--- config.mk ---
export PLATFORM = sky130hd
export DESIGN_NAME = ars_seq
export DESIGN_NICKNAME = d
export VERILOG_FILES = /design/src/hdl/ars_pkg.sv /design/src/hdl/ars_edge.sv /design/src/hdl/ars_seq.sv
export SDC_FILE = /design/constraint.sdc
export NUM_CORES = 1
export LEC_CHECK = 0
export BUFFER_PORTS_ARGS = -buffer_cell sky130_fd_sc_hd__buf_2
export CAP_MARGIN = 15
export CORE_UTILIZATION = 25
export DETAILED_ROUTE_END_ITERATION = 8
export GPL_TIMING_DRIVEN = 0
export PLACE_DENSITY = 0.42
export SYNTH_ARGS = -nofsm -noshare
export SYNTH_HDL_FRONTEND = slang
export SYNTH_SLANG_ARGS = --single-unit
--- constraint.sdc ---
create_clock -name CLK_SYS -period 5.7 [get_ports CLK_SYS]
set_clock_uncertainty 0.2 [all_clocks]
set_input_delay 0.57 -clock CLK_SYS [delete_from_list [all_inputs] [get_ports CLK_SYS]]
set_output_delay 0.57 -clock CLK_SYS [all_outputs]
set_load 0.02 [all_outputs]
--- src/hdl/ars_pkg.sv ---
/*
  Shared types and constants for the unattended read sequencer.
  Assumes a 50 MHz system clock; used by the sequencer and its bench.
*/
package ars_pkg;

  localparam int unsigned CLK_HZ        = 50000000;
  localparam int unsigned TICK_MS_PER_S = 1000;
  // Cycles per millisecond tick
  localparam int unsigned MS_CYCLES     = CLK_HZ / 1000;
  localparam int unsigned PRESC_W       = 16;
  localparam int unsigned MS_W          = 16;
  localparam int unsigned PERIOD_W      = 16;

  // Register offsets (byte addresses)
  localparam logic [7:0] OFS_CTRL    = 8'h00;
  localparam logic [7:0] OFS_EDGES   = 8'h04;
  localparam logic [7:0] OFS_OUTVAL  = 8'h08;
  localparam logic [7:0] OFS_WORKMS  = 8'h0C;
  localparam logic [7:0] OFS_HOLDMS  = 8'h10;
  localparam logic [7:0] OFS_PERIOD  = 8'h14;
  localparam logic [7:0] OFS_STATUS  = 8'h18;

  // Reset values
  localparam logic [31:0] RST_CTRL   = 32'h0000_0000;
  localparam logic [31:0] RST_EDGES  = 32'h0000_0000;
  localparam logic [31:0] RST_OUTVAL = 32'h0000_0000;
  localparam logic [31:0] RST_WORKMS = 32'h0000_0000;
  localparam logic [31:0] RST_HOLDMS = 32'h0000_0000;
  localparam logic [31:0] RST_PERIOD = 32'h0000_0000;

  // CTRL field positions
  localparam int unsigned CTRL_UNATT  = 0;
  localparam int unsigned CTRL_ACQ    = 1;
  localparam int unsigned CTRL_REPEN  = 2;
  localparam int unsigned CTRL_LAYOUT = 3;
  localparam int unsigned CTRL_COND   = 4;
  localparam int unsigned CTRL_DEST   = 8;

  typedef enum logic [2:0]
  {
    COND_ADD    = 3'h0,
    COND_REMOVE = 3'h1,
    COND_CHANGE = 3'h2,
    COND_TRUE   = 3'h3,
    COND_FALSE  = 3'h4
  } ars_cond_e;

  typedef enum logic [1:0]
  {
    DEST_MAIL   = 2'h0,
    DEST_HOST   = 2'h1,
    DEST_SERIAL = 2'h2
  } ars_dest_e;

  typedef enum logic [2:0]
  {
    ST_OFF    = 3'h0,
    ST_WAIT   = 3'h1,
    ST_WORK   = 3'h2,
    ST_EVAL   = 3'h3,
    ST_HOLD   = 3'h4,
    ST_NOTIFY = 3'h5
  } ars_state_e;

  // Edge pattern: rising and falling masks
  typedef struct packed
  {
    logic [1:0] rise;
    logic [1:0] fall;
  } ars_pat_s;

  // Tag-list events from the acquisition engine
  typedef struct packed
  {
    logic added;
    logic removed;
  } ars_tagev_s;

  // Notification request to the transport
  typedef struct packed
  {
    logic      periodic;
    logic      layout_xml;
    ars_dest_e dest;
  } ars_note_s;

endpackage

--- src/hdl/ars_edge.sv ---
/*
  Input front end: two-stage synchroniser and edge detector for two lines.
  Assumes pins are asynchronous to CLK_SYS.
*/
`timescale 1ns/1ns
`default_nettype none
module ars_edge
(
  input  wire logic       CLK_SYS,
  input  wire logic       RESETN,
  input  wire logic [1:0] PIN_IN,
  output logic      [1:0] RISE,
  output logic      [1:0] FALL
);

  logic [1:0] sync1_reg;
  logic [1:0] sync2_reg;
  logic [1:0] prev_reg;
  logic [1:0] sync1_next;
  logic [1:0] sync2_next;
  logic [1:0] prev_next;

  always_comb
  begin
    sync1_next = PIN_IN;
    sync2_next = sync1_reg;
    prev_next  = sync2_reg;
  end

  always_ff @(posedge CLK_SYS or negedge RESETN)
  begin
    if (!RESETN)
    begin
      sync1_reg <= 2'h0;
      sync2_reg <= 2'h0;
      prev_reg  <= 2'h0;
    end
    else
    begin
      sync1_reg <= sync1_next;
      sync2_reg <= sync2_next;
      prev_reg  <= prev_next;
    end
  end

  // Compare synchronised sample with previous one
  assign RISE = sync2_reg & ~prev_reg;
  assign FALL = ~sync2_reg & prev_reg;

endmodule
`default_nettype wire

--- src/hdl/ars_seq.sv ---
/*
  Unattended read sequencer with AXI4-Lite configuration slave.
  Assumes an acquisition engine reports tag-list add and remove events
  (already filtered by retention) and a transport takes notifications.
*/
`timescale 1ns/1ns
`default_nettype none
module ars_seq
#(
  parameter int unsigned MS_CYCLES = ars_pkg::MS_CYCLES
)
(
  input  wire logic               CLK_SYS,
  input  wire logic               RESETN,
  input  wire logic [7:0]         S_AXI_AWADDR,
  input  wire logic               S_AXI_AWVALID,
  output logic                    S_AXI_AWREADY,
  input  wire logic [31:0]        S_AXI_WDATA,
  input  wire logic [3:0]         S_AXI_WSTRB,
  input  wire logic               S_AXI_WVALID,
  output logic                    S_AXI_WREADY,
  output logic [1:0]              S_AXI_BRESP,
  output logic                    S_AXI_BVALID,
  input  wire logic               S_AXI_BREADY,
  input  wire logic [7:0]         S_AXI_ARADDR,
  input  wire logic               S_AXI_ARVALID,
  output logic                    S_AXI_ARREADY,
  output logic [31:0]             S_AXI_RDATA,
  output logic [1:0]              S_AXI_RRESP,
  output logic                    S_AXI_RVALID,
  input  wire logic               S_AXI_RREADY,
  input  wire logic [1:0]         PIN_IN,
  output logic [1:0]              PIN_OUT,
  input  wire ars_pkg::ars_tagev_s TAG_EV,
  output logic                    ACQ_REQ,
  output logic                    NOTE_REQ,
  output var ars_pkg::ars_note_s  NOTE_INFO,
  input  wire logic               NOTE_DONE,
  output logic                    UNATT_ACTIVE
);

  logic [31:0] ctrl_reg, edges_reg, outval_reg, workms_reg, holdms_reg, period_reg;
  logic [31:0] ctrl_next, edges_next, outval_next, workms_next, holdms_next, period_next;
  logic        aw_reg, w_reg, bv_reg, rv_reg;
  logic        aw_next, w_next, bv_next, rv_next;
  logic [7:0]  awa_reg, awa_next;
  logic [31:0] wd_reg, wd_next, rd_reg, rd_next;
  logic [1:0]  br_reg, br_next, rr_reg, rr_next;

  ars_pkg::ars_state_e st_reg, st_next;
  logic [ars_pkg::PRESC_W-1:0] pre_reg, pre_next;
  logic [ars_pkg::MS_W-1:0]    ms_reg, ms_next;
  logic [ars_pkg::PERIOD_W-1:0] per_reg, per_next;
  logic [9:0]  sec_reg, sec_next;
  logic [1:0]  seen_reg, seen_next, out_reg, out_next;
  logic        added_reg, added_next, removed_reg, removed_next, hit_reg, hit_next;
  logic        note_reg, note_next, force_reg, force_next;
  ars_pkg::ars_note_s info_reg, info_next;
  logic [1:0]  rise, fall;
  logic        tick, wr_go, unatt;
  ars_pkg::ars_pat_s start_pat, stop_pat;

  ars_edge u_edge
  (
    .CLK_SYS (CLK_SYS),
    .RESETN  (RESETN),
    .PIN_IN  (PIN_IN),
    .RISE    (rise),
    .FALL    (fall)
  );

  // Mask matching; accumulates edges until all selected pins have seen one
  function automatic logic [1:0] pat_seen(ars_pkg::ars_pat_s p, logic [1:0] r,
                                           logic [1:0] f, logic [1:0] acc);
    pat_seen = acc | (p.rise & r) | (p.fall & f);
  endfunction

  function automatic logic pat_done(ars_pkg::ars_pat_s p, logic [1:0] s);
    logic [1:0] m;
    m = p.rise | p.fall;
    pat_done = (m != 2'h0) && ((s & m) == m);
  endfunction

  assign start_pat = edges_reg[3:0];
  assign stop_pat  = edges_reg[11:8];
  assign unatt     = ctrl_reg[ars_pkg::CTRL_UNATT];
  assign tick      = (pre_reg == ars_pkg::PRESC_W'(MS_CYCLES - 1));

  // AXI4-Lite slave
  assign wr_go = aw_reg && w_reg && !bv_reg;
  always_comb
  begin
    aw_next = aw_reg; w_next = w_reg; awa_next = awa_reg; wd_next = wd_reg;
    bv_next = bv_reg; br_next = br_reg; rv_next = rv_reg; rr_next = rr_reg;
    rd_next = rd_reg;
    ctrl_next = ctrl_reg; edges_next = edges_reg; outval_next = outval_reg;
    workms_next = workms_reg; holdms_next = holdms_reg; period_next = period_reg;
    if (S_AXI_AWVALID && S_AXI_AWREADY)
    begin
      aw_next = 1'b1; awa_next = S_AXI_AWADDR;
    end
    if (S_AXI_WVALID && S_AXI_WREADY)
    begin
      w_next = 1'b1; wd_next = S_AXI_WDATA;
    end
    if (wr_go)
    begin
      aw_next = 1'b0; w_next = 1'b0; bv_next = 1'b1; br_next = 2'h0;
      case (awa_reg)
        ars_pkg::OFS_CTRL:   ctrl_next   = wd_reg;
        ars_pkg::OFS_EDGES:  edges_next  = wd_reg;
        ars_pkg::OFS_OUTVAL: outval_next = wd_reg;
        ars_pkg::OFS_WORKMS: workms_next = wd_reg;
        ars_pkg::OFS_HOLDMS: holdms_next = wd_reg;
        ars_pkg::OFS_PERIOD: period_next = wd_reg;
        default:             br_next     = 2'h2;
      endcase
    end
    if (bv_reg && S_AXI_BREADY)
      bv_next = 1'b0;
    if (S_AXI_ARVALID && S_AXI_ARREADY)
    begin
      rv_next = 1'b1; rr_next = 2'h0;
      case (S_AXI_ARADDR)
        ars_pkg::OFS_CTRL:   rd_next = ctrl_reg;
        ars_pkg::OFS_EDGES:  rd_next = edges_reg;
        ars_pkg::OFS_OUTVAL: rd_next = outval_reg;
        ars_pkg::OFS_WORKMS: rd_next = workms_reg;
        ars_pkg::OFS_HOLDMS: rd_next = holdms_reg;
        ars_pkg::OFS_PERIOD: rd_next = period_reg;
        ars_pkg::OFS_STATUS: rd_next = {22'h0, hit_reg, removed_reg, added_reg,
                                        out_reg, 2'h0, st_reg};
        default:
        begin
          rd_next = 32'h0; rr_next = 2'h2;
        end
      endcase
    end
    if (rv_reg && S_AXI_RREADY)
      rv_next = 1'b0;
  end
  assign S_AXI_AWREADY = !aw_reg;
  assign S_AXI_WREADY  = !w_reg;
  assign S_AXI_BVALID  = bv_reg;
  assign S_AXI_BRESP   = br_reg;
  assign S_AXI_ARREADY = !rv_reg;
  assign S_AXI_RVALID  = rv_reg;
  assign S_AXI_RDATA   = rd_reg;
  assign S_AXI_RRESP   = rr_reg;

  // Sequencer
  always_comb
  begin
    st_next = st_reg; pre_next = tick ? '0 : pre_reg + 1'b1;
    ms_next = ms_reg; seen_next = seen_reg; out_next = out_reg;
    hit_next = hit_reg; note_next = 1'b0; info_next = info_reg;
    added_next = added_reg | TAG_EV.added;
    removed_next = removed_reg | TAG_EV.removed;
    per_next = per_reg; sec_next = sec_reg; force_next = force_reg;
    if (period_reg[ars_pkg::PERIOD_W-1:0] != '0 && tick)
    begin
      sec_next = (sec_reg == 10'(ars_pkg::TICK_MS_PER_S - 1)) ? 10'h0 : sec_reg + 10'h1;
      if (sec_reg == 10'(ars_pkg::TICK_MS_PER_S - 1))
      begin
        per_next = per_reg + 1'b1;
        if (per_reg + 1'b1 >= period_reg[ars_pkg::PERIOD_W-1:0])
        begin
          per_next = '0; force_next = 1'b1;
        end
      end
    end
    case (st_reg)
      ars_pkg::ST_OFF:
      begin
        out_next = 2'h0;
        if (unatt)
        begin
          st_next = ars_pkg::ST_WAIT; seen_next = 2'h0;
          out_next = outval_reg[1:0];
        end
      end
      ars_pkg::ST_WAIT:
      begin
        out_next = outval_reg[1:0];
        seen_next = pat_seen(start_pat, rise, fall, seen_reg);
        if (start_pat == '0 || pat_done(start_pat, seen_next))
        begin
          st_next = ars_pkg::ST_WORK; seen_next = 2'h0;
          ms_next = workms_reg[ars_pkg::MS_W-1:0];
          out_next = outval_reg[9:8];
        end
      end
      ars_pkg::ST_WORK:
      begin
        seen_next = pat_seen(stop_pat, rise, fall, seen_reg);
        if (tick && ms_reg != '0)
          ms_next = ms_reg - 1'b1;
        if (pat_done(stop_pat, seen_next) ||
            (workms_reg[ars_pkg::MS_W-1:0] != '0 && tick && ms_reg == 16'h1))
          st_next = ars_pkg::ST_EVAL;
      end
      ars_pkg::ST_EVAL:
      begin
        hit_next = added_reg;
        st_next = ars_pkg::ST_HOLD;
        out_next = added_reg ? outval_reg[17:16] : outval_reg[25:24];
        ms_next = added_reg ? holdms_reg[15:0] : holdms_reg[31:16];
      end
      ars_pkg::ST_HOLD:
      begin
        if (ms_reg == '0)
          st_next = ars_pkg::ST_NOTIFY;
        else if (tick)
          ms_next = ms_reg - 1'b1;
      end
      ars_pkg::ST_NOTIFY:
      begin
        st_next = ars_pkg::ST_WAIT;
        added_next = TAG_EV.added; removed_next = TAG_EV.removed;
      end
      default: st_next = ars_pkg::ST_OFF;
    endcase
    if (st_reg == ars_pkg::ST_NOTIFY && ctrl_reg[ars_pkg::CTRL_REPEN])
    begin
      case (ars_pkg::ars_cond_e'(ctrl_reg[ars_pkg::CTRL_COND +: 3]))
        ars_pkg::COND_ADD:    note_next = added_reg;
        ars_pkg::COND_REMOVE: note_next = removed_reg;
        ars_pkg::COND_CHANGE: note_next = added_reg | removed_reg;
        ars_pkg::COND_TRUE:   note_next = hit_reg;
        ars_pkg::COND_FALSE:  note_next = !hit_reg;
        default:              note_next = 1'b0;
      endcase
    end
    if (force_reg && ctrl_reg[ars_pkg::CTRL_REPEN] && unatt && !note_next)
    begin
      note_next = 1'b1; force_next = 1'b0;
    end
    if (note_next)
    begin
      info_next.periodic   = !(st_reg == ars_pkg::ST_NOTIFY) || force_reg;
      info_next.layout_xml = ctrl_reg[ars_pkg::CTRL_LAYOUT];
      info_next.dest = ars_pkg::ars_dest_e'(ctrl_reg[ars_pkg::CTRL_DEST +: 2]);
    end
    if (!unatt)
    begin
      st_next = ars_pkg::ST_OFF; note_next = 1'b0;
    end
  end

  always_ff @(posedge CLK_SYS or negedge RESETN)
  begin
    if (!RESETN)
    begin
      aw_reg <= 1'b0; w_reg <= 1'b0; bv_reg <= 1'b0; rv_reg <= 1'b0;
      awa_reg <= 8'h00; wd_reg <= 32'h0; rd_reg <= 32'h0;
      br_reg <= 2'h0; rr_reg <= 2'h0;
      ctrl_reg <= ars_pkg::RST_CTRL; edges_reg <= ars_pkg::RST_EDGES;
      outval_reg <= ars_pkg::RST_OUTVAL; workms_reg <= ars_pkg::RST_WORKMS;
      holdms_reg <= ars_pkg::RST_HOLDMS; period_reg <= ars_pkg::RST_PERIOD;
      st_reg <= ars_pkg::ST_OFF; pre_reg <= '0; ms_reg <= '0;
      seen_reg <= 2'h0; out_reg <= 2'h0; hit_reg <= 1'b0;
      added_reg <= 1'b0; removed_reg <= 1'b0; note_reg <= 1'b0;
      info_reg <= '0; per_reg <= '0; sec_reg <= 10'h0; force_reg <= 1'b0;
    end
    else
    begin
      aw_reg <= aw_next; w_reg <= w_next; bv_reg <= bv_next; rv_reg <= rv_next;
      awa_reg <= awa_next; wd_reg <= wd_next; rd_reg <= rd_next;
      br_reg <= br_next; rr_reg <= rr_next;
      ctrl_reg <= ctrl_next; edges_reg <= edges_next; outval_reg <= outval_next;
      workms_reg <= workms_next; holdms_reg <= holdms_next; period_reg <= period_next;
      st_reg <= st_next; pre_reg <= pre_next; ms_reg <= ms_next;
      seen_reg <= seen_next; out_reg <= out_next; hit_reg <= hit_next;
      added_reg <= added_next; removed_reg <= removed_next; note_reg <= note_next;
      info_reg <= info_next; per_reg <= per_next; sec_reg <= sec_next;
      force_reg <= force_next;
    end
  end

  assign PIN_OUT      = out_reg;
  assign ACQ_REQ      = (st_reg == ars_pkg::ST_WORK) && ctrl_reg[ars_pkg::CTRL_ACQ];
  assign NOTE_REQ     = note_reg;
  assign NOTE_INFO    = info_reg;
  assign UNATT_ACTIVE = (st_reg != ars_pkg::ST_OFF);

  a_wait_to_work: assert property (@(posedge CLK_SYS) disable iff (!RESETN)
    (st_reg == ars_pkg::ST_WAIT && start_pat == '0 && unatt) |=> st_reg == ars_pkg::ST_WORK)
    else $error("zero start pattern did not enter work");
  a_work_output: assert property (@(posedge CLK_SYS) disable iff (!RESETN)
    (st_reg == ars_pkg::ST_WORK) |-> PIN_OUT == outval_reg[9:8])
    else $error("work output value wrong");
  a_eval_hold: assert property (@(posedge CLK_SYS) disable iff (!RESETN)
    (st_reg == ars_pkg::ST_EVAL && unatt) |=> (st_reg == ars_pkg::ST_HOLD &&
     PIN_OUT == ($past(added_reg) ? outval_reg[17:16] : outval_reg[25:24])))
    else $error("hold output wrong");
  a_disable_off: assert property (@(posedge CLK_SYS) disable iff (!RESETN)
    !unatt |=> st_reg == ars_pkg::ST_OFF)
    else $error("sequence not left on disable");
  a_notify_back: assert property (@(posedge CLK_SYS) disable iff (!RESETN)
    (st_reg == ars_pkg::ST_NOTIFY && unatt) |=> st_reg == ars_pkg::ST_WAIT)
    else $error("no return to waiting");
  a_note_gate: assert property (@(posedge CLK_SYS) disable iff (!RESETN)
    $rose(NOTE_REQ) |-> $past(ctrl_reg[ars_pkg::CTRL_REPEN]))
    else $error("report issued while disabled");
  a_acq_hold: assert property (@(posedge CLK_SYS) disable iff (!RESETN)
    (ACQ_REQ && unatt && !wr_go && !tick && !pat_done(stop_pat, seen_next)) |=> ACQ_REQ)
    else $error("acquisition stopped before a stop condition");
  a_enter_wait: assert property (@(posedge CLK_SYS) disable iff (!RESETN)
    (st_reg == ars_pkg::ST_OFF && unatt) |=> (st_reg == ars_pkg::ST_WAIT &&
     PIN_OUT == outval_reg[1:0]))
    else $error("enable did not enter waiting");

endmodule
`default_nettype wire

==> flow_summary.yaml, run 1 <==
critical_path:
  crit_slowest_cell: "clkbuf_1"
  crit_type: "reg -> reg"
  max_stage_delay_ns: 0.48
  path_cells: "ha_1, nand3_1, nor3_1, nand4_1, xnor2_1, ha_1, nand2_1, o21ai_0, clkbuf_1, nor2_1, a221o_1"
  required_ns: 5.96
  cp-start-kind: "register"
  endpoint_kind: "register"
  path_common_cell: "ha_1"
  arrival_ns: 4.11
  cp_max_fo: 10
detailed_routing:
  drtAntennaViolNets: 0
  wl_per_cell_um: 21.7
  vias: 12100
  first_iter_violations: 849
  firstDrtPassIters: 7
  drc_errors: 0
  viasPerCell: 4.91
  wl_um: 53400
synth:
  yosysWarnings: 0
  syn_area_per_cell_um2: 11.8
  postSynthCellCount: 1401
  yosysUniqueCellTypes: 70
  async_flop_share: 1.00
  synth-edff-count: 0
  ys_ff_latch: 350
  synth_seq_area_share: 0.530
  synth_flop_cell: "dfrtp_1"
  synth_area_mm2: 0.0165
final_layout:
  syn2layout_area_growth_pct: 19.8
  drive_gt1_frac: 0.295
  diodes: 0
  fin_nets: 1657
  nFillCells: 6720
power:
  ir_drop_uv: 191
  p_leak_uw: 0.00934
  cellPowerDensity_mw_per_mm2: 406
  total_power_uw: 8030
die:
  io_pins: 114
  rows: 93
  die-area_mm2: 0.0672
  die_h_um: 259
  initial_core_util: 0.255
  core_area_mm2: 0.0649
  die_width_um: 259
sta:
  fin_setup_tns_ns: 0
  max_slew_margin: 0.242
  max_freq_mhz: 260
  grt_setup_unrepaired: "no"
  finalSetupViolations: 0
  final_hold_viol_count: 0
  tightest_slew_ns: 1.13
  finalWorstPathRequiredPeriod_ns: 3.85
  finalMaxSlewViolations: 0
  timing.final.crit_share: 0.675
status:
  status: "completed"
clocking:
  cts_resized: 0
  cts_buffer_depth: 3
  cts_buffers: 42
  clk_latency_ns: 0.58
  cts_setup_buffers: 0
  root_buffer: "clkbuf_16"
  cts_sinks: 350
  cts_tree: "done"
  cts.htree.levels: 2
  path_clk_slew_ns: 0.06
  ctsHoldBuffers: 18
global_routing:
  gr-total-overflow: 0
  antenna_found_initial: 1
  grt_pass1_wl_um: 80200
  grt_max_degree: 104
  grt_usage: 0.160
  grt_pass1_vias: 12200
placed_design:
  portBuffers: 104
  hpwl_um: 38300
  place_congestion: 0.832
hold_path:
  min_path_type: "in -> reg"
flow_run:
  cap_violations: 0
## metrics by stage
step           hold slack [ns]  instances  instance area [um2]  setup slack, ns   util
2_1_floorplan           0.0744       1402                16500             2.64      -
3_3_place_gp             0.173       2361                18100            -3.48  0.279
3_5_place_dp             0.178       2365                18200             1.80  0.281
4_1_cts               0.000469       2458                19800             1.79  0.305
5_1_grt                 0.0113       2458                19800             1.49  0.305
6_report                0.0275       2458                19800             1.85  0.305
## synthesized netlist by cell type (all sizes together) (7+ instances only)
library cell / count / area [um2]
dfrtp: 350 / 8760
mux2: 253 / 2850
nand2: 124 / 468
o21ai: 75 / 375
nor2: 67 / 254
clkbuf: 43 / 193
a22oi: 41 / 318
a22o: 40 / 359
mux2i: 36 / 360
nand3: 35 / 175
buf: 34 / 198
inv: 34 / 128
a21oi: 28 / 140
nor3: 27 / 146
ha: 21 / 263
xnor2: 18 / 158
a222oi: 14 / 140
nor4: 14 / 87.6
and3: 13 / 81.3
o31ai: 13 / 97.6
xor2: 12 / 105
a221oi: 11 / 96.3
nor2b: 9 / 56.3
nand4: 8 / 50.1
a31oi: 7 / 43.8
## per-layer routing
metal  track usage  part of all wire  up-vias
met4        0.0451             0.022        2
met5             0           0.00024        -
li1              -                 -     5482
met3        0.0290             0.048       70
met2         0.250              0.45      311
met1         0.223              0.48     6197
## where the power goes
group | total, uW | leakage, uW | internal [uW] | switching (uW)
logic | 1590 | 0.00394 | 748 | 842
clock network | 2730 | 0.000684 | 1600 | 1140
registers | 3710 | 0.00472 | 3030 | 680
## logic make-up after synthesis
| family | share of synthesized area |
|---|---|
| XOR/XNOR | 0.0159 |
| AND/OR/NAND/NOR | 0.100 |
| flip-flops | 0.530 |
| other | 0.000227 |
| AO/OA/AOI/OAI | 0.110 |
| buffers and inverters | 0.0313 |
| adder cells (fa/ha/maj) | 0.0159 |
| multiplexers | 0.197 |
## cell type report
class	count	area [um2]	share of cell area
multi-input cells	941	7280	0.367
clock inverters	19	194	0.00979
flip-flops and latches	350	8760	0.442
inverters	34	128	0.00645
plain buffers	77	390	0.0197
clock buffers	56	1180	0.0598
well taps	855	1070	0.0540
repair buffers	126	801	0.0404
## cell usage in the layout (no fill, tap or decap), drive strengths merged, types with 7 or more instances in the layout
cell type	netlist	layout
a22o	40	40
clkinv	0	12
inv	34	36
o31ai	13	13
a221oi	11	11
nand2	124	124
dlygate4sd3	0	18
buf	34	142
nor2	67	67
xnor2	18	18
and3	13	13
ha	21	21
a21oi	28	28
nor3	27	27
clkbuf	43	99
o21ai	75	75
a22oi	41	41
nor2b	9	9
nand4	8	8
mux2i	36	36
nor4	14	14
mux2	253	253
nand3	35	35
a31oi	7	7
dfrtp	350	350
a222oi	14	14
xor2	12	12
## worst paths after layout
| kind | startpoint | to | slack, ns | depth (start not counted) |
|---|---|---|---|---|
| max in group asynchronous | RESETN | outval_reg[4]$_DFFE_PN0P_ | 3.57 | 4 |
| worst min register to register | u_edge.sync1_reg[0]$_DFF_PN0_ | u_edge.prev_next[0]$_DFF_PN0_ | 0.17 | 0 |
| min in group asynchronous | RESETN | u_edge.prev_reg[1]$_DFF_PN0_ | 0.32 | 2 |
| worst max-delay path | per_reg[0]$_DFFE_PN0P_ | per_reg[6]$_DFFE_PN0P_ | 1.85 | 11 |
| worst min-delay path | S_AXI_WDATA[8] | wd_reg[8]$_DFFE_PN0P_ | 0.03 | 2 |
| worst max register to register | per_reg[0]$_DFFE_PN0P_ | per_reg[6]$_DFFE_PN0P_ | 1.85 | 11 |
## critical path, delay by kind of cell (launching register included)
kind / cells / cell delay (ns)
simple gates: 5 / 1.20
compound gates: 2 / 0.67
fa+ha+maj: 2 / 0.55
buf+inv: 1 / 0.48
flops: 1 / 0.43
xor+xnor: 1 / 0.21
Power figures use the tool's default switching activity.
==> run 2, diff against run 1 <==
==> constraint.sdc (replaced) <==
create_clock -name CLK_SYS -period 3.69 [get_ports CLK_SYS]
set_clock_uncertainty 0.2 [all_clocks]
set_input_delay 0.369 -clock CLK_SYS [delete_from_list [all_inputs] [get_ports CLK_SYS]]
set_output_delay 0.369 -clock CLK_SYS [all_outputs]
set_load 0.02 [all_outputs]
==> run 2 against run 1 <==
Net effect: design area increased by 1.8%; final cell count up 1.3%; first-iteration DRC count is 5.4% higher; sequential share of layout area is 0.78 points lower; critical path type unchanged; die area did not move; critical path depth is the same; register-to-register slack got worse by 1.6 ns; sequential power is 54% higher; fmax grew 13%; core utilization increased by 0.55 points; routed wire length grew 0.38%; combinational power rose by 58%.
==> flow_summary.yaml, run 2 (synthesis results as in run 1) <==
status:
  status: "completed"
die:
  die-area_mm2: 0.0672
  die_h_um: 259
  initial_core_util: 0.255
  die_width_um: 259
  core_area_mm2: 0.0649
  io_pins: 114
  rows: 93
critical_path:
  arrival_ns: 3.66
  max_stage_delay_ns: 0.43
  path_cells: "ha_1, nand3_1, nor3_4, nand4_1, xnor2_1, ha_1, nand2_1, o21ai_1, clkbuf_2, nor2_1, a221o_1"
  endpoint_kind: "register"
  cp-start-kind: "register"
  worst-path-buf-inv: 1
  path_common_cell: "ha_1"
  crit_type: "reg -> reg"
  required_ns: 3.94
  crit_slowest_cell: "dfrtp_1"
  path_delay_family: "simple AND/OR/NAND/NOR gates"
  cp_max_fo: 10
sta:
  timing.final.crit_share: 0.923
  tightest_slew_ns: 1.06
  setup_ws_ns: 0.284
  finalSetupViolations: 0
  finalWorstPathRequiredPeriod_ns: 3.41
  final_hold_viol_count: 0
  finalMaxSlewViolations: 0
  max_slew_margin: 0.291
  whs_ns: 0.0642
  max_freq_mhz: 294
  fin_setup_tns_ns: 0
clocking:
  cts_sinks: 350
  cts_buffer_depth: 3
  cts.htree.levels: 2
  cts_buffers: 42
  path_clk_slew_ns: 0.06
  clk_latency_ns: 0.58
  cts_tree: "done"
  root_buffer: "clkbuf_16"
global_routing:
  grt_pass1_wl_um: 80500
  grt_usage: 0.160
  groute.layer.met2.usage: 0.251
  gr-total-overflow: 0
  grt.met3_usage: 0.0285
  grt_max_degree: 104
  antenna_found_initial: 1
  grt_pass1_vias: 12300
  gr-max-usage-layer: "met2"
  grt_util_met1: 0.224
final_layout:
  nFillCells: 6697
  drive_gt1_frac: 0.295
  syn2layout_area_growth_pct: 21.9
  final_cell_mix: "dfrtp_1 (349), mux2_2 (253), nand2_1 (123), buf_2 (111), o21ai_0 (74)"
  fin_nets: 1689
  mostFrequentLayoutCell: "dfrtp_1"
  diodes: 0
  final_core_utilization: 0.311
power:
  cellPowerDensity_mw_per_mm2: 618
  total_power_uw: 12500
  ir_drop_uv: 299
  p_leak_uw: 0.00952
detailed_routing:
  wl_um: 53600
  drc_errors: 0
  vias: 12100
  firstDrtPassIters: 7
  viasPerCell: 4.86
  wl_per_cell_um: 21.5
  drtAntennaViolNets: 0
  first_iter_violations: 895
flow_run:
  cap_violations: 0
placed_design:
  place_congestion: 0.832
  place_ws_ns: -0.211
  hpwl_um: 38300
  portBuffers: 104
hold_path:
  min_path_type: "in -> reg"
==> run 2: where the power goes <==
part           total, uW  internal [uW]  switching (uW)
Clock               4220           2470            1750
Combinational       2510           1200            1310
Sequential          5730           4680            1050
Total              12500           8350            4120
==> run 2: through the flow <==
stage / area (um2) / std cells
after floorplan: 16500 / 1402
after global placement: 18100 / 2361
after detailed placement: 18200 / 2365
after CTS: 20100 / 2489
after global routing: 20200 / 2490
final: 20200 / 2490
==> run 2: timing repair <==
action	CTS	global route
gates resized for setup	4	9
hold buffers	49	0
pin swaps	0	1
hold endpoints to repair	102	0
setup buffers	0	1
endpoints found under the setup margin	17	17
==> run 2: final timing paths <==
path | start | endpoint | slack [ns] | depth (start not counted)
min | S_AXI_ARADDR[5] | S_AXI_RDATA[31]$_DFFE_PN0P_ | 0.06 | 3
max | per_reg[0]$_DFFE_PN0P_ | per_reg[6]$_DFFE_PN0P_ | 0.28 | 11
max reg2reg | per_reg[0]$_DFFE_PN0P_ | per_reg[6]$_DFFE_PN0P_ | 0.28 | 11
max in group asynchronous | RESETN | outval_reg[4]$_DFFE_PN0P_ | 1.76 | 4
min reg2reg | u_edge.sync1_reg[0]$_DFF_PN0_ | u_edge.prev_next[0]$_DFF_PN0_ | 0.17 | 0
min in group asynchronous | RESETN | u_edge.prev_reg[1]$_DFF_PN0_ | 0.13 | 2
==> run 2: per-layer routing <==
layer  wire (um)  part of all wire  up-vias
met4        1180             0.022        2
met2       24400              0.46      287
met1       25400              0.47     6205
met5          13           0.00024        -
li1            -                 -     5548
met3        2550             0.048       68
==> run 2: final cells by class <==
class | instances | area, um2 | share of cell area
buffer | 77 | 395 | 0.0196
clock buffer | 56 | 1180 | 0.0587
clock inverter | 19 | 194 | 0.00962
inverter | 34 | 128 | 0.00633
multi-input combinational | 941 | 7310 | 0.363
sequential | 350 | 8760 | 0.434
tap | 855 | 1070 | 0.0531
timing repair buffer | 158 | 1120 | 0.0555
==> run 2: tightest hold or removal path: cells and delay by family <==
kind                   cells  cell delay, ns
buffers and inverters      1            0.14
AND/OR/NAND/NOR            1            0.10
AO/OA/AOI/OAI              1            0.19
==> run 3, diff against run 2 <==
--- a/config.mk
+++ b/config.mk
@@ -5,12 +5,12 @@
 export SDC_FILE = /design/constraint.sdc
 export NUM_CORES = 1
 export LEC_CHECK = 0
-export BUFFER_PORTS_ARGS = -buffer_cell sky130_fd_sc_hd__buf_2
 export CAP_MARGIN = 15
 export CORE_UTILIZATION = 25
 export DETAILED_ROUTE_END_ITERATION = 8
+export DONT_BUFFER_PORTS = 1
 export GPL_TIMING_DRIVEN = 0
-export PLACE_DENSITY = 0.42
+export PLACE_DENSITY = 0.4
 export SYNTH_ARGS = -nofsm -noshare
 export SYNTH_HDL_FRONTEND = slang
 export SYNTH_SLANG_ARGS = --single-unit
==> run 3 against run 2 <==
Net effect: first-iteration DRC count is 4.1% lower; non-clock buffer count decreased by 105; the flow now finishes with violations (negative hold slack); highest routed layer unchanged; design area is 2.6% lower; fmax up 0.17%; clock-buffer cell count grew 5; critical path depth up 1; hold slack got worse by 0.78 ns; total power shrank 0.33%; sequential power hardly changed; global-route usage fell by 0.060 points.
==> flow_summary.yaml, run 3 (synthesis results as in run 1) <==
sta:
  setup_ws_ns: 0.290
  finalMaxSlewViolations: 0
  finalSetupViolations: 0
  finalWorstPathRequiredPeriod_ns: 3.40
  max_slew_margin: 0.244
  tightest_slew_ns: 1.13
  max_freq_mhz: 294
  final_hold_viol_count: 350
  timing.final.crit_share: 0.921
  whs_ns: -0.711
  fin_setup_tns_ns: 0
status:
  violations: "negative hold slack"
  status: "complete, but fails checks"
power:
  cellPowerDensity_mw_per_mm2: 633
  swShare: 0.323
  ir_drop_uv: 311
  p_leak_uw: 0.00904
  clockPowerShare: 0.349
  power_frac_seq: 0.463
  internal_power_uw: 8420
  total_power_uw: 12400
  p_comb_frac: 0.188
  switchingPower_uw: 4010
clocking:
  root_buffer: "clkbuf_16"
  cts_buffers: 43
  cts_tree: "done"
  cts_sinks: 350
  clk_latency_ns: 0.59
  path_clk_slew_ns: 0.06
  ctsHoldBuffers: 49
  cts_buffer_depth: 3
  cts.htree.levels: 2
final_layout:
  drive_gt1_frac: 0.249
  nFillCells: 6685
  syn2layout_area_growth_pct: 18.8
  diodes: 0
  mostFrequentLayoutCell: "dfrtp_1"
  final_cell_mix: "dfrtp_1 (348), mux2_2 (253), nand2_1 (123), o21ai_0 (74), nor2_1 (66)"
  fin_nets: 1585
detailed_routing:
  first_iter_violations: 858
  vias: 11700
  drc_errors: 0
  viasPerCell: 4.88
  wl_um: 53100
  drtAntennaViolNets: 0
  firstDrtPassIters: 7
  wl_per_cell_um: 22.2
critical_path:
  arrival_ns: 3.69
  cp-start-kind: "register"
  ff2ff_setup_slack_ns: 0.29
  required_ns: 3.98
  crit_type: "reg -> reg"
  cp_max_fo: 10
  endpoint_kind: "register"
global_routing:
  grt_pass1_vias: 11800
  grt_pass1_wl_um: 79600
  gr-total-overflow: 0
  antenna_found_initial: 3
  grt_max_degree: 351
  grt_usage: 0.159
placed_design:
  place_ws_ns: -0.203
  hpwl_um: 37500
  portBuffers: 0
  place_congestion: 0.858
die:
  die-area_mm2: 0.0672
  initial_core_util: 0.255
  die_width_um: 259
  core_area_mm2: 0.0649
  die_h_um: 259
  io_pins: 114
  rows: 93
flow_run:
  cap_violations: 0
hold_path:
  min_path_type: "in -> async"
-- run 3: changes by cell type in the layout (fill, tap and decap cells not counted), sizes merged --
cell	previous run	this run
clkbuf	99	103
buf	143	39
clkinvlp	2	1
clkinv	12	10
-- run 3: path summary, 6_finish.rpt --
kind                                          startpoint                       endpoint  cells after the start
max in group asynchronous                         RESETN         per_reg[0]$_DFFE_PN0P_                      0
max reg2reg                       per_reg[3]$_DFFE_PN0P_         per_reg[3]$_DFFE_PN0P_                     12
min in group CLK_SYS                       S_AXI_ARVALID    S_AXI_RDATA[31]$_DFFE_PN0P_                      2
min                                               RESETN  u_edge.sync1_reg[1]$_DFF_PN0_                      0
max                               per_reg[3]$_DFFE_PN0P_         per_reg[3]$_DFFE_PN0P_                     12
min reg2reg                u_edge.sync1_reg[0]$_DFF_PN0_  u_edge.prev_next[0]$_DFF_PN0_                      0
-- run 3: critical path: stages (launching register included) --
cell,delay [ns]
dfrtp_1,0.43
nand4_1,0.28
nor3_4,0.28
nand3_1,0.17
xnor2_1,0.22
ha_1,0.28
a21oi_1,0.14
o21ai_0,0.15
a211oi_2,0.26
a21oi_2,0.12
buf_2,0.24
or2_2,0.36
o21ai_0,0.18
-- run 3: area by class of cell --
class	count	area [um2]	area share
Sequential cell	350	8760	0.446
Multi-Input combinational cell	941	7320	0.373
Clock buffer	61	1260	0.0644
Tap cell	855	1070	0.0545
Timing Repair Buffer	53	520	0.0265
Buffer	77	393	0.0200
Clock inverter	16	176	0.00898
Inverter	34	128	0.00650
-- run 3: what timing repair did --
item                                    4_1_cts  5_1_grt
endpoints found under the setup margin       17       17
hold endpoints to repair                    400      350
gates resized for setup                       4       11
pin swaps                                     0        2
setup buffers                                 0        3
-- run 3: routing by layer --
layer / vias up / global-route usage / share of wire / routed length (um)
li1: 5362 / - / - / -
met1: 5947 / 0.219 / 0.46 / 24700
met2: 272 / 0.251 / 0.46 / 24400
met3: 66 / 0.0363 / 0.057 / 3020
met4: 4 / 0.0404 / 0.019 / 990
met5: - / 0 / 0.00051 / 27
-- run 3: through the flow --
| step | area [um2] | util | std cells |
|---|---|---|---|
| finish | 19600 | 0.302 | 2387 |
| global route | 19600 | 0.302 | 2387 |
| CTS | 19600 | 0.301 | 2384 |
| detailed placement | 17600 | 0.272 | 2258 |
| global placement | 17600 | 0.271 | 2257 |
| floorplan | 16500 | - | 1402 |
-- run 3: power groups by stage --
stage	Clock, uW	Combinational, uW	Sequential [uW]
2_1_floorplan	0	1760	5280
3_3_place_gp	0	2260	5780
3_5_place_dp	0	2280	5820
4_1_cts	4490	2350	5750
5_1_grt	4640	2580	5880
6_report	4340	2340	5750
